$ cat src/core/instr_exec_defines.svh
// constants for the move and return execution unit: widths, opcode patterns, timing.
// assumes a 14-bit instruction word, a 13-bit instruction pointer and 8-bit data.
// How it works
// - accumulator copied to 7-bit file address, one cycle
// - 8-bit literal loaded into accumulator, one cycle
// - interrupt return pops stack into instr_pointer
// - interrupt return sets global_irq_enable, control bit 7
// - all three returns take two cycles
// - return_with_literal loads literal and stack top
// - plain return pops stack, keeps accumulator, enable
`ifndef INSTR_EXEC_DEFINES_SVH
`define INSTR_EXEC_DEFINES_SVH

// word and field widths
`define INSTR_W        14
`define PTR_W          13
`define DATA_W         8
`define FADDR_W        7

// position of the global enable in the interrupt control register
`define IRQ_EN_BIT     7

// opcode match masks and values (14-bit words)
`define MASK_ACC_TO_FILE  14'h3f80
`define VAL_ACC_TO_FILE   14'h0080
`define MASK_LIT_LOAD     14'h3c00
`define VAL_LIT_LOAD      14'h3000
`define MASK_IDLE         14'h3f9f
`define VAL_IDLE          14'h0000
`define MASK_EXACT        14'h3fff
`define VAL_IRQ_RETURN    14'h0009
`define VAL_SUB_RETURN    14'h0008
`define MASK_RET_LIT      14'h3c00
`define VAL_RET_LIT       14'h3400

// execution lengths in instruction cycles
`define CYC_SINGLE     1
`define CYC_RETURN     2

// reset values
`define RST_ACC        8'h00
`define RST_PTR        13'h0000

`endif

$ cat src/core/instr_exec_pkg.sv
// types shared by the decoder and the execution unit.
// assumes instr_exec_defines.svh is on the include path.
package instr_exec_pkg;
  // decoded instruction kind
  typedef enum logic [2:0] {
    OP_OTHER          = 3'h0,
    OP_ACC_TO_FILE    = 3'h1,
    OP_LIT_LOAD       = 3'h2,
    OP_IDLE           = 3'h3,
    OP_IRQ_RETURN     = 3'h4,
    OP_RET_LIT        = 3'h5,
    OP_SUB_RETURN     = 3'h6
  } op_e;
  // execution sequencer, one-hot
  typedef enum logic [1:0] {
    ST_EXEC  = 2'b01,
    ST_FLUSH = 2'b10
  } exec_state_e;
endpackage

$ cat src/core/instr_op_decode.sv
// combinational decoder from a 14-bit instruction word to an op kind.
// assumes the word is stable while it is presented.
`timescale 1ns/1ps
`default_nettype none
`include "instr_exec_defines.svh"
module instr_op_decode (
  // instruction word in
  input  wire logic [`INSTR_W-1:0]   instr_word,
  // decoded kind out
  output var  instr_exec_pkg::op_e   op
);
  import instr_exec_pkg::*;

  // exact codes first, then the masked families
  always_comb begin
    if ((instr_word & `MASK_EXACT) == `VAL_IRQ_RETURN) begin
      op = OP_IRQ_RETURN;
    end else if ((instr_word & `MASK_EXACT) == `VAL_SUB_RETURN) begin
      op = OP_SUB_RETURN;
    end else if ((instr_word & `MASK_ACC_TO_FILE) == `VAL_ACC_TO_FILE) begin
      op = OP_ACC_TO_FILE;
    end else if ((instr_word & `MASK_LIT_LOAD) == `VAL_LIT_LOAD) begin
      // don't-care bits ignored, software fills them with zeros
      op = OP_LIT_LOAD;
    end else if ((instr_word & `MASK_RET_LIT) == `VAL_RET_LIT) begin
      op = OP_RET_LIT;
    end else if ((instr_word & `MASK_IDLE) == `VAL_IDLE) begin
      op = OP_IDLE;
    end else begin
      op = OP_OTHER;
    end
  end
endmodule // instr_op_decode
`default_nettype wire

$ cat src/core/move_and_return_instr_exec.sv
// execution unit for accumulator/literal moves, the idle instruction and the three returns.
// assumes the fetch path holds a word until taken and the stack presents its top at all times.
`timescale 1ns/1ps
`default_nettype none
`include "instr_exec_defines.svh"
module move_and_return_instr_exec (
  // clock and reset
  input  wire logic                  clk,
  input  wire logic                  resetn,
  // instruction fetch side
  input  wire logic                  instr_valid,
  input  wire logic [`INSTR_W-1:0]   instr_word,
  output logic                       instr_ready,
  output logic [`PTR_W-1:0]          instr_pointer,
  // return stack side
  input  wire logic [`PTR_W-1:0]     return_stack_top,
  output logic                       stack_pop,
  // register file side
  output logic                       file_we,
  output logic [`FADDR_W-1:0]        file_addr,
  output logic [`DATA_W-1:0]         file_wdata,
  // accumulator and interrupt enable
  output logic [`DATA_W-1:0]         acc,
  output logic                       global_irq_enable,
  input  wire logic                  irq_enable_clear
);
  import instr_exec_pkg::*;

  op_e                 op;            // decoded kind of the offered word
  logic                take;          // word accepted this edge
  exec_state_e         state_q;       // sequencer state
  exec_state_e         state_d;
  logic [`PTR_W-1:0]   ptr_q;         // instruction pointer
  logic [`PTR_W-1:0]   ptr_d;
  logic [`DATA_W-1:0]  acc_q;         // working accumulator
  logic [`DATA_W-1:0]  acc_d;
  logic                irq_en_q;      // global interrupt enable, control bit 7
  logic                irq_en_d;
  logic                pop_q;         // one-cycle stack pop strobe
  logic                pop_d;
  logic                fwe_q;         // one-cycle file write strobe
  logic                fwe_d;
  logic [`FADDR_W-1:0] faddr_q;       // file write address
  logic [`FADDR_W-1:0] faddr_d;
  logic [`DATA_W-1:0]  fdata_q;       // file write data
  logic [`DATA_W-1:0]  fdata_d;

  // decoder for the offered word
  instr_op_decode u_decode (
    .instr_word (instr_word),
    .op         (op)
  );

  // no word is taken in the second cycle of a return
  assign instr_ready = (state_q == ST_EXEC);
  assign take        = instr_valid && instr_ready;

  // next-state and datapath computation
  always_comb begin
    state_d = state_q;
    ptr_d   = ptr_q;
    acc_d   = acc_q;
    irq_en_d = irq_en_q;
    pop_d   = 1'b0;
    fwe_d   = 1'b0;
    faddr_d = faddr_q;
    fdata_d = fdata_q;
    // interrupt entry clears the enable; an interrupt return in the same cycle wins
    if (irq_enable_clear) begin
      irq_en_d = 1'b0;
    end
    case (state_q)
      ST_EXEC: begin
        if (take) begin
          case (op)
            OP_ACC_TO_FILE: begin
              // copy accumulator to the addressed file register
              fwe_d   = 1'b1;
              faddr_d = instr_word[`FADDR_W-1:0];
              fdata_d = acc_q;
              ptr_d   = ptr_q + `PTR_W'(1);
            end
            OP_LIT_LOAD: begin
              // literal into accumulator, single cycle
              acc_d = instr_word[`DATA_W-1:0];
              ptr_d = ptr_q + `PTR_W'(1);
            end
            OP_IDLE: begin
              // nothing but the pointer moves
              ptr_d = ptr_q + `PTR_W'(1);
            end
            OP_IRQ_RETURN: begin
              // pop, reload pointer, re-enable interrupts
              pop_d   = 1'b1;
              ptr_d   = return_stack_top;
              irq_en_d = 1'b1;
              state_d = ST_FLUSH;
            end
            OP_RET_LIT: begin
              // literal into accumulator and return
              acc_d   = instr_word[`DATA_W-1:0];
              pop_d   = 1'b1;
              ptr_d   = return_stack_top;
              state_d = ST_FLUSH;
            end
            OP_SUB_RETURN: begin
              // return, accumulator and enable untouched
              pop_d   = 1'b1;
              ptr_d   = return_stack_top;
              state_d = ST_FLUSH;
            end
            default: begin
              // words of other units: only step past them
              ptr_d = ptr_q + `PTR_W'(1);
            end
          endcase
        end
      end
      ST_FLUSH: begin
        // dead second cycle of a return
        state_d = ST_EXEC;
      end
      default: begin
        state_d = ST_EXEC;
      end
    endcase
  end

  // registers only
  always_ff @(posedge clk) begin
    if (!resetn) begin
      state_q <= ST_EXEC;
      ptr_q   <= `RST_PTR;
      acc_q   <= `RST_ACC;
      irq_en_q <= 1'b0;
      pop_q   <= 1'b0;
      fwe_q   <= 1'b0;
      faddr_q <= '0;
      fdata_q <= '0;
    end else begin
      state_q <= state_d;
      ptr_q   <= ptr_d;
      acc_q   <= acc_d;
      irq_en_q <= irq_en_d;
      pop_q   <= pop_d;
      fwe_q   <= fwe_d;
      faddr_q <= faddr_d;
      fdata_q <= fdata_d;
    end
  end

  // outputs straight from flops
  assign instr_pointer     = ptr_q;
  assign acc               = acc_q;
  assign global_irq_enable = irq_en_q;
  assign stack_pop         = pop_q;
  assign file_we           = fwe_q;
  assign file_addr         = faddr_q;
  assign file_wdata        = fdata_q;

  // file write carries the accumulator and operand of the taken word
  chk_file_write_data: assert property (@(posedge clk) disable iff (!resetn)
    take && op == OP_ACC_TO_FILE |=> file_we && file_wdata == $past(acc_q)
      && file_addr == $past(instr_word[`FADDR_W-1:0]) && instr_ready)
    else $error("file write wrong after accumulator move");

  // literal load lands in the accumulator in one cycle
  chk_literal_load: assert property (@(posedge clk) disable iff (!resetn)
    take && op == OP_LIT_LOAD |=> acc == $past(instr_word[`DATA_W-1:0])
      && !file_we && !stack_pop && instr_ready)
    else $error("literal load did not reach accumulator");

  // interrupt return reloads pointer from the stack top
  chk_irq_ret_ptr: assert property (@(posedge clk) disable iff (!resetn)
    take && op == OP_IRQ_RETURN |=> stack_pop && instr_pointer == $past(return_stack_top))
    else $error("interrupt return pointer or pop wrong");

  // interrupt return leaves interrupts enabled
  chk_irq_ret_enable: assert property (@(posedge clk) disable iff (!resetn)
    take && op == OP_IRQ_RETURN |=> global_irq_enable)
    else $error("interrupt return did not set enable");

  // every return stalls fetch for exactly one further cycle
  chk_return_two_cyc: assert property (@(posedge clk) disable iff (!resetn)
    take && (op == OP_IRQ_RETURN || op == OP_RET_LIT || op == OP_SUB_RETURN)
      |=> !instr_ready ##1 instr_ready && !stack_pop)
    else $error("return did not take two cycles");

  // return with literal sets accumulator and pointer together
  chk_ret_lit_both: assert property (@(posedge clk) disable iff (!resetn)
    take && op == OP_RET_LIT |=> acc == $past(instr_word[`DATA_W-1:0])
      && instr_pointer == $past(return_stack_top) && stack_pop)
    else $error("return with literal result wrong");

  // plain return keeps accumulator and enable
  chk_sub_ret_keep: assert property (@(posedge clk) disable iff (!resetn)
    take && op == OP_SUB_RETURN && !irq_enable_clear |=> $stable(acc) && $stable(global_irq_enable)
      && instr_pointer == $past(return_stack_top))
    else $error("plain return disturbed state");

  // idle word moves only the pointer, by one
  chk_idle_step: assert property (@(posedge clk) disable iff (!resetn)
    take && op == OP_IDLE && !irq_enable_clear |=> instr_pointer == $past(instr_pointer) + `PTR_W'(1)
      && $stable(acc) && $stable(global_irq_enable) && !file_we && !stack_pop)
    else $error("idle instruction changed state");

  // a pop strobe never stands for two cycles
  chk_pop_single: assert property (@(posedge clk) disable iff (!resetn)
    stack_pop |=> !stack_pop)
    else $error("stack pop lasted more than one cycle");

  // interrupt entry clears the enable unless an interrupt return is taken
  chk_enable_clear: assert property (@(posedge clk) disable iff (!resetn)
    irq_enable_clear && !(take && op == OP_IRQ_RETURN) |=> !global_irq_enable)
    else $error("enable clear did not take effect");

  // words of other units only step the pointer
  chk_other_step: assert property (@(posedge clk) disable iff (!resetn)
    take && op == OP_OTHER |=> instr_pointer == $past(instr_pointer) + `PTR_W'(1)
      && $stable(acc) && !file_we && !stack_pop)
    else $error("unknown word changed state");

endmodule // move_and_return_instr_exec
`default_nettype wire

$ cat config.mk
export PLATFORM = sky130hd
export DESIGN_NAME = move_and_return_instr_exec
export DESIGN_NICKNAME = d
export VERILOG_FILES = /design/src/core/instr_exec_pkg.sv /design/src/core/instr_op_decode.sv /design/src/core/move_and_return_instr_exec.sv
export VERILOG_INCLUDE_DIRS = /design/src /design/src/core
export SDC_FILE = /design/constraint.sdc
export NUM_CORES = 1
export LEC_CHECK = 0
export ABC_AREA = 0
export BUFFER_PORTS_ARGS = -buffer_cell sky130_fd_sc_hd__buf_2
export CAP_MARGIN = 20
export CORE_MARGIN = 2
export CORE_UTILIZATION = 52
export DETAILED_ROUTE_END_ITERATION = 8
export PLACE_DENSITY = 0.84
export SYNTH_ARGS = -nofsm -noshare
export SYNTH_HDL_FRONTEND = slang
export SYNTH_SLANG_ARGS = --single-unit
$ cat constraint.sdc
create_clock -name clk -period 3.9 [get_ports clk]
set_input_delay 0.585 -clock clk [delete_from_list [all_inputs] [get_ports clk]]
set_output_delay 0.585 -clock clk [all_outputs]
set_load 0.01 [all_outputs]
==> impl_results.md <==
* Status: finished clean
* Height of the die at about 64 um
* Critical path class: flip-flop to flip-flop
* Top delay family on crit path: simple AND/OR/NAND/NOR gates
* Peak fanout along the critical path at 20
* Synth unique cells at 46
* Number of global-route vias before repair at 1663
* Iteration-0 DRC count of the detailed router at around 150
* Setup_tns at 0 ns
* Clock power share at 0.291
* Final setup vio count at 0
* Num CTS Buffers at 5
* Number of flops mapped to enable cells by yosys at 0
* Crit path arrival time at roughly 2.2 ns
* Vias per cell at about 5.5
* Reg clk slew, reported paths at about 0.12 ns
* Site Rows at 21
* Post-route ant nets at 0
* Netlist Area Pre-Place at about 1900 um2
* Worst slew pin tran at about 0.95 ns
* CTS Root Cell: clkbuf_4
* Worst hold path class: input pin to flip-flop
* Crit path time final at 1.973 ns
* Cells after Synth at between 200 and 250
* Syn. warnings at 0
* Resized Gates After CTS at 0
* FF+latch count, synth at about 40
* Crit-path max cell delay at 0.51 ns
* RSZ-0062 raised after global routing: false
* Startpoint types: flip-flop
* Max Clock Skew at 0.008757 ns
* Post-place setup slack at around 1.6 ns
* Max Buffers Root-to-Sink at 2
* Fin worst setup slack at ~1.9 ns
* Crit share post-route at 0.5059
* Worst Hold Slack at approximately 0.47 ns
* Routed length per instance at approximately 14 um
* Hold buffers post-CTS at 0
* Worst path cell trace: and3b_1 > buf_4 > o21ai_0 > nor2_4 > mux2i_1 > nor2_1
* Global Route met3 Usage at 0.07118
* Ant diodes at 0
* CTS Sinks at just over 40
* Max-capacitance violation count at 0
* Worst setup EP type: flip-flop
* Final hold viol count at 0
* Layout Nets at 314
* Initial Util at 0.5568
* Total wire length at between 4 and 5 mm
* Routed via count at around 1800
* Hpwl dp at around 3.2 mm
* Leak pwr at 0.001003 uW
* Area Growth Syn to Fin at 21.64%
* Net Sw Power at a little under 200 uW
* Setup Fix Bufs, Post-CTS at 0
* Htree depth at 2
* Total global routing overflow at 0
* GRT Util Overall at 0.2238
* CP required at 4.12 ns
* Filler cell count at between 200 and 300
* Ys async rst share at 0
* Crit path buf inv count at 1
* I/O Pins at 71
* Max IR drop VDD at around 250 uV
* Most Used Layer, Global Route: met2
* Switching part of the total at 0.2687
* Share of layout cells above drive strength 1 at 0.3074
* Sequential power share at 0.603
* CORE AREA at ~3400 um2
* Power density cells at between 300 and 400 nW/um2
* Sequential fraction of the synthesis area at 0.4316
* Largest net degree at the start of global routing at 33
* Die area at just over 4000 um2
* Met2 GRT Util at 0.3620
* First-pass GRT wire length at around 7.4 mm
* RD Place Congestion at 0.8361
* Worst-skew pair later-pin latency at approximately 0.36 ns
* CP max stage cell: nor2_4
* Synth Area per Inst at ~8.8 um2
* Die Wd at ~64 um
* CTS tree: done
* Peak Freq at about 500 MHz
* Max_slew headroom at 0.3680
* Post-route cell area at 2313 um2
* Power Total at 722.2 uW
* Main synth FF type: dfxtp_1
* Fin. max-slew vios at 0
* Syn_nets at between 200 and 250
* Initial antenna violation count at 0
* Area post-placement at 2257 um2
* Met1 Resource Use GR at 0.2766
* Buffers added on ports at 70
* Int Power at around 530 uW
* DRC viols at 0
* DR pass1 iterations at 4
* Combinational cell fraction of total power at 0.106
[power groups by stage]
| stage | Combinational [uW] | Sequential, uW | Clock [uW] |
|---|---|---|---|
| 3_3_place_gp | 74.3 | 444 | 0 |
| 2_1_floorplan | 38.2 | 446 | 0 |
| 6_report | 76.5 | 435 | 210 |
| 5_1_grt | 83.4 | 437 | 234 |
| 3_5_place_dp | 76.0 | 445 | 0 |
| 4_1_cts | 76.3 | 435 | 216 |
[cells in the final DEF (no fill, tap or decap), types with 3 or more instances in the layout]
| cell type | synthesis | layout |
|---|---|---|
| buf_2 | 2 | 70 |
| dfxtp_1 | 41 | 41 |
| nor2_1 | 32 | 32 |
| mux2i_1 | 24 | 24 |
| nand2_1 | 17 | 17 |
| nand3_1 | 14 | 14 |
| o21ai_0 | 10 | 10 |
| nor3_1 | 7 | 7 |
| a21oi_1 | 6 | 6 |
| nand4_1 | 5 | 5 |
| and3_1 | 5 | 5 |
| clkbuf_4 | 0 | 5 |
| inv_1 | 4 | 4 |
| o221ai_1 | 3 | 3 |
[registers in the layout, summed over array words and instances, names as in the netlist]
signal and count:
stack_pop 1, file_addr 7, acc 8, file_we 1, global_irq_enable 1, file_wdata 8, state_q 2, instr_pointer 13
[final timing paths]
kind                        from           endpoint  slack (ns)  cells after the start
max                   state_q[1]      file_wdata[6]        1.93                      6
min          return_stack_top[4]   instr_pointer[4]        0.47                      3
max reg2reg           state_q[1]      file_wdata[6]        1.93                      6
min reg2reg    global_irq_enable  global_irq_enable        0.50                      2
[worst min-delay path: cells and delay by family]
family / cells / cell delay [ns]
AOI/OAI and AO/OA: 1 / 0.06
buffers and inverters: 1 / 0.10
and+or+nand+nor: 1 / 0.05
[routing by layer]
| metal | share of wire | vias up | wire length [um] |
|---|---|---|---|
| met5 | 0 | - | 0 |
| met3 | 0.076 | 8 | 338 |
| met2 | 0.47 | 59 | 2117 |
| met1 | 0.43 | 832 | 1930 |
| li1 | - | 915 | - |
| met4 | 0.017 | 0 | 76 |
[cell usage after synthesis, types with 2 or more instances]
library cell | n | area (um2)
nand2_1 | 17 | 63.81
nand3b_1 | 2 | 15.01
o221ai_1 | 3 | 26.28
inv_1 | 4 | 15.01
nor2_1 | 32 | 120.1
buf_2 | 2 | 10.01
nor2_2 | 2 | 12.51
or4_1 | 2 | 15.01
mux2i_1 | 24 | 240.2
a31oi_1 | 2 | 12.51
o21ai_0 | 10 | 50.05
nor4_1 | 2 | 12.51
dfxtp_1 | 41 | 820.8
and3_1 | 5 | 31.28
nor3_1 | 7 | 35.03
clkbuf_1 | 7 | 26.28
nand4_1 | 5 | 31.28
o31a_1 | 2 | 17.52
nand3_1 | 14 | 70.07
a21oi_1 | 6 | 30.03
[cells by family (layout without fill, tap and decap cells)]
group	after synthesis	count (layout)	share of synthesized area
DFF	41	41	0.4316
buffers and inverters	16	84	0.04342
adders and majority gates	1	1	0.006578
AOI/OAI and AO/OA	32	32	0.1099
and+or+nand+nor	100	100	0.2763
muxes	25	25	0.1322
[stage by stage]
| stage | cells | util |
|---|---|---|
| after floorplan | 215 | - |
| after global placement | 321 | 0.6608 |
| after detailed placement | 321 | 0.6608 |
| after CTS | 329 | 0.6773 |
| after global routing | 329 | 0.6773 |
| final | 329 | 0.6773 |
[final cells by class]
cell class | count | area (um2) | area share
multi-input combinational | 158 | 998.5 | 0.4316
sequential | 41 | 820.8 | 0.3548
timing repair buffer | 72 | 365.4 | 0.1579
tap | 46 | 57.56 | 0.02488
clock buffer | 6 | 41.29 | 0.01785
clock inverter | 2 | 15.01 | 0.006490
inverter | 4 | 15.01 | 0.006490
(Power assumes the default switching activity.)
